`src/scd_pkg.sv`:
```
package scd_pkg;

   // -------------------------------------------------------------
   // Widths and positions
   // -------------------------------------------------------------
   localparam int SYNC_STAGES = 2;
   localparam int DIV_WIDTH = 3;
   localparam int HALF_BIT = 0;
   localparam int QUARTER_BIT = 1;
   localparam int EIGHTH_BIT = 2;
   localparam logic [DIV_WIDTH-1:0] CNT_RESET = 3'h0;
   localparam logic [DIV_WIDTH-1:0] CNT_STEP = 3'h1;

   // -------------------------------------------------------------
   // Types
   // -------------------------------------------------------------
   typedef struct packed {
      logic src_clk;
      logic divider_hold;
      logic divider_sync_reset;
   } scd_pins_t;

   localparam int PIN_WIDTH = $bits(scd_pins_t);

   typedef struct packed {
      logic eighth_rate_out;
      logic quarter_rate_out;
      logic half_rate_out;
   } scd_outs_t;

   typedef enum logic [1:0] {
      ST_RESET,
      ST_SKIP,
      ST_RUN
   } scd_state_t;

endpackage : scd_pkg

```
`src/scd_divider.sv`:
```
`timescale 1ns/100ps

// Function
// - Release with clock high: follow first rise
// - Release with clock low: follow second rise
// - Hold freezes dividers at next falling edge
// - Frozen dividers keep state except on master reset, never advance
// - Hold low unfreezes at next falling edge
// - Each rising edge advances chain when enabled
// - Master reset forces known zero state
module scd_divider
   import scd_pkg::*;
#(
   parameter int DIV_W = DIV_WIDTH
) (
   input wire logic clk,
   input wire logic arst_n,
   input wire scd_pins_t pins,
   output scd_outs_t outs
);

   // -------------------------------------------------------------
   // Reset release and pin synchronisation
   // -------------------------------------------------------------
   logic rst_n;
   scd_pins_t pins_s;

   scd_sync #(.WIDTH(1)) u_rst_sync (
      .clk(clk),
      .arst_n(arst_n),
      .d(1'b1),
      .q(rst_n)
   );

   scd_sync #(.WIDTH(PIN_WIDTH)) u_pin_sync (
      .clk(clk),
      .arst_n(rst_n),
      .d(pins),
      .q(pins_s)
   );

   // -------------------------------------------------------------
   // Edge detection on the synchronised source clock
   // -------------------------------------------------------------
   logic clk_prev;
   logic next_clk_prev;
   logic clk_rise;
   logic clk_fall;

   always_comb begin
      next_clk_prev = pins_s.src_clk;
   end

   always_ff @(posedge clk or negedge rst_n) begin
      if (!rst_n) begin
         clk_prev <= 1'b0;
      end else begin
         clk_prev <= next_clk_prev;
      end
   end

   assign clk_rise = pins_s.src_clk & ~clk_prev;
   assign clk_fall = ~pins_s.src_clk & clk_prev;

   // -------------------------------------------------------------
   // Hold flop, updated on falling edges only
   // -------------------------------------------------------------
   logic frozen;
   logic next_frozen;

   always_comb begin
      next_frozen = frozen;
      if (clk_fall) begin
         next_frozen = pins_s.divider_hold;
      end
   end

   always_ff @(posedge clk or negedge rst_n) begin
      if (!rst_n) begin
         frozen <= 1'b0;
      end else begin
         frozen <= next_frozen;
      end
   end

   // -------------------------------------------------------------
   // Reset recovery and divider counter
   // -------------------------------------------------------------
   scd_state_t state;
   scd_state_t next_state;
   logic [DIV_W-1:0] cnt;
   logic [DIV_W-1:0] next_cnt;

   always_comb begin
      next_state = state;
      next_cnt = cnt;
      if (pins_s.divider_sync_reset) begin
         next_state = ST_RESET;
         next_cnt = DIV_W'(CNT_RESET);
      end else begin
         unique case (state)
            ST_RESET: begin
               // Clock level at release picks first or second rise
               next_state = pins_s.src_clk ? ST_RUN : ST_SKIP;
            end
            ST_SKIP: begin
               if (clk_rise) begin
                  next_state = ST_RUN;
               end
            end
            ST_RUN: begin
               if (clk_rise && !frozen) begin
                  next_cnt = cnt + DIV_W'(CNT_STEP);
               end
            end
         endcase
      end
   end

   always_ff @(posedge clk or negedge rst_n) begin
      if (!rst_n) begin
         state <= ST_RESET;
         cnt <= DIV_W'(CNT_RESET);
      end else begin
         state <= next_state;
         cnt <= next_cnt;
      end
   end

   // One counter feeds all taps so common edges coincide
   assign outs.half_rate_out = cnt[HALF_BIT];
   assign outs.quarter_rate_out = cnt[QUARTER_BIT];
   assign outs.eighth_rate_out = cnt[EIGHTH_BIT];
endmodule : scd_divider

```
`src/scd_sync.sv`:
```
`timescale 1ns/100ps

module scd_sync
   import scd_pkg::*;
#(
   parameter int WIDTH = 1
) (
   input wire logic clk,
   input wire logic arst_n,
   input wire logic [WIDTH-1:0] d,
   output logic [WIDTH-1:0] q
);

   // -------------------------------------------------------------
   // Two-stage synchroniser, stage one read only by stage two
   // -------------------------------------------------------------
   logic [WIDTH-1:0] stage [SYNC_STAGES];
   logic [WIDTH-1:0] next_stage [SYNC_STAGES];

   always_comb begin
      next_stage[0] = d;
      for (int i = 1; i < SYNC_STAGES; i++) begin
         next_stage[i] = stage[i-1];
      end
   end

   always_ff @(posedge clk or negedge arst_n) begin
      if (!arst_n) begin
         for (int i = 0; i < SYNC_STAGES; i++) begin
            stage[i] <= '0;
         end
      end else begin
         for (int i = 0; i < SYNC_STAGES; i++) begin
            stage[i] <= next_stage[i];
         end
      end
   end

   assign q = stage[SYNC_STAGES-1];

endmodule : scd_sync

```
`config.mk`:
```
export PLATFORM = sky130hd
export DESIGN_NAME = scd_divider
export DESIGN_NICKNAME = d
export VERILOG_FILES = /design/src/scd_pkg.sv /design/src/scd_divider.sv /design/src/scd_sync.sv
export SDC_FILE = /design/constraint.sdc
export NUM_CORES = 1
export LEC_CHECK = 0
export BUFFER_PORTS_ARGS = -buffer_cell sky130_fd_sc_hd__buf_2
export CAP_MARGIN = 30
export CORE_AREA = 2 2 39 41
export DETAILED_ROUTE_END_ITERATION = 6
export DIE_AREA = 0 0 41 43
export PLACE_DENSITY = 0.67
export SLEW_MARGIN = 20
export SYNTH_ARGS = -nofsm -noshare
export SYNTH_HDL_FRONTEND = slang
export SYNTH_SLANG_ARGS = --single-unit
```
`constraint.sdc`:
```
create_clock -name clk -period 1.15 [get_ports clk]
set_input_delay 0.1725 -clock clk [delete_from_list [all_inputs] [get_ports clk]]
set_output_delay 0.1725 -clock clk [all_outputs]
set_load 0.02 [all_outputs]
```
==> results.toml <==
[synth]
synthesis.instances = 39
ys_ff_latch = 15
syn-num-nets = 45
synth.largest_area_cell = "dfrtp_1"
syn_area_per_cell_sq_um = 14.3
synth_largest_type_area_fraction_pct = 67.4
synth.yosys.seq_area_share_pct = 67.4
post_synth_main_area_contributors = "dfrtp_1, mux2_2, nor4_4"
ys_types = 17
synthesis.yosys.warnings = 0
netlist_area_sq_um = 557

[cells_and_area]
post-route-util_pct = 55.2
layout-area-overhead-vs-synth_pct = 37.1
number_of_antenna_repair_diodes = 0
postLayoutCellArea_sq_um = 763
layout_common_cells = "dfrtp_1, buf_4, buf_2"
nFillCells = 123
mostFrequentLayoutCell = "dfrtp_1"
final_layout_size_suffix_gt1_share_pct = 45.9
nets_finish = 68
instances_no_fill = 77

[worst_setup_path]
timing.critical_path.fanout_max = 2
worstRegToRegCells = 4
critPathArrivalTime_ns = 1.43
r2r_start = "outs[1]"
worst_setup_path_end_kind = "flip-flop"
critical_path_class = "flip-flop to flip-flop"
worstPathRequired_ns = 1.33
rr_endpoint = "outs[2]"
rrSetupSlack_ns = -0.10
worst_setup_path_start_kind = "flip-flop"

[global_route]
grt_max_degree = 14
gr-usage-all-layers_pct = 13.2
first_global_vias = 347
grt_antenna_before_repair = 0
grt_first_pass_wirelength_mm = 1.42
grt_overflow = 0

[sta]
min_period_over_period_pct = 109
worst_case_headroom_to_the_max_slew_limit_pct = 66.2
maxClockFrequency_ghz = 0.797
maxSlewViolCount = 0
timing.final.crit_period_ns = 1.25
finalSetupViolations = 5
hold_viol = 0
rsz0062_at_grt = "true"
worst_clock_skew_ns = 0.0112
finalWorstSetupSlack_ns = -0.104
worstMarginPinSlew_ns = 0.508

[place]
pre_cts_ws_ns = -0.187
portBuffers = 7
placement.cell_area_sq_um = 676
gp_congestion = 0.745
place_inst = 68

[clock_network]
tritoncts.num_buffers = 3
buffer_depth_of_the_longest_clock_path = 2
clk_latency_ns = 0.28
cts.sinks = 15
clkSlewWorstSetupHoldPaths_ns = 0.09
cts_tree = "yes"
root_buffer_selected_by_cts = "clkbuf_4"
cts.htree.levels = 1

[status]
status = "finished with violations"
failed_checks = "negative setup slack"

[power_and_ir_drop]
power.static_leakage_nw = 0.350
power_mw = 0.954
power_density_of_the_placed_cells_nw_per_um2 = 1250
peakVddDrop_uv = 673

[route]
routed-via-count = 344
detail_route.first_pass.iterations = 1
avgViaCountPerCell = 4.47
routed_wire_length_per_instance_um = 10.5
final_antenna_net_count = 0
drcViolationCount = 0
totalWireLength_um = 808
detailed_router_s_first_iteration_violation_count = 0

[floorplan]
boundaryPins = 8
die_y_um = 43
floorplan.initialDensity_pct = 40.2
die-area_sq_um = 1760
fp.dieW_um = 41
placement_rows = 14
core_area_sq_um = 1380

[run]
drv.max_cap_violation_count = 0

[hold_path]
hold_path.class = "input pin to asynchronous set/reset pin"
repair_timing:
action / 4_1_cts / 5_1_grt
resized for setup: 5 / 0
cloned: 0 / 0
buffers inserted: 1 / 0
hold buffers: 4 / 0
hold endpoints to repair: 5 / 0
pin swaps: 1 / 0
endpoints found under the setup margin: 4 / 5
cell type report:
cell class / count / area [sq um] / area share, %
flip-flops and latches: 15 / 378 / 49.5
multi-input cells: 23 / 194 / 25.4
repair buffers: 18 / 140 / 18.4
clock buffers: 3 / 22.5 / 2.95
well taps: 16 / 20.0 / 2.62
clock inverters: 1 / 5.00 / 0.656
inverters: 1 / 3.75 / 0.492
where the power goes:
part,total (mW),internal (mW),switching (mW)
Clock,0.294,0.129,0.165
Combinational,0.0796,0.0497,0.0299
Sequential,0.580,0.555,0.0255
sequential cells by signal, summed over array words and instances, names as in the netlist:
signal                 cells
state                      2
u_rst_sync.q               1
frozen                     1
u_pin_sync.next_stage      3
u_pin_sync.q               3
clk_prev                   1
u_rst_sync.next_stage      1
outs                       3
critical path, stage by stage, from the launching register on:
cell	delay, ns
dfrtp_2	0.40
ha_4	0.13
inv_2	0.04
nor4_4	0.25
mux2_1	0.34
synth_stat cells:
master and instances:
dfrtp_1 15, nor2_1 3, nor2b_1 3, a21oi_1 2
mux2_2 2, nand2_1 2, nand2b_1 2, conb_1 1
ha_1 1, inv_1 1, mux2_1 1, mux2i_1 1
nor3_4 1, nor4_4 1, o21ai_0 1, or2_2 1
or2_4 1
layer usage:
layer | global-route usage (%) | vias up | wire length, um
li1 | - | 168 | -
met4 | 8.00 | 0 | 12
met1 | 15.6 | 166 | 369
met3 | 7.85 | 2 | 40
met5 | 0 | - | 0
met2 | 17.8 | 8 | 387
cell families (layout without fill, tap and decap cells):
family / after synthesis / in the layout / synth area share, %
other cells: 1 / 1 / 0.674
flops: 15 / 15 / 67.4
mux: 4 / 4 / 7.86
buf+inv: 1 / 23 / 0.674
compound gates: 3 / 3 / 2.70
fa+ha+maj: 1 / 1 / 2.25
simple gates: 14 / 14 / 18.4
through the flow:
stage / TNS [ns] / hold slack [ns]
CTS: -0.317 / 0.181
floorplan: -0.235 / -0.123
global route: -0.541 / 0.185
detailed placement: -0.344 / -0.0403
finish: -0.253 / 0.187
global placement: -0.238 / -0.0423
worst max-delay path by stage:
| stage | endpoint | cells after the start | slack [ns] | startpoint |
|---|---|---|---|---|
| after CTS | outs[2] | 4 | -0.13 | outs[1] |
| after floorplan | outs[2] | 4 | -0.16 | outs[1] |
| after global routing | outs[2] | 3 | -0.16 | clk_prev |
| after global placement | outs[2] | 3 | -0.14 | clk_prev |
| final | outs[2] | 4 | -0.10 | outs[1] |
| after detailed placement | outs[2] | 3 | -0.19 | clk_prev |
No activity file was read; power rests on OpenSTA's default activity.
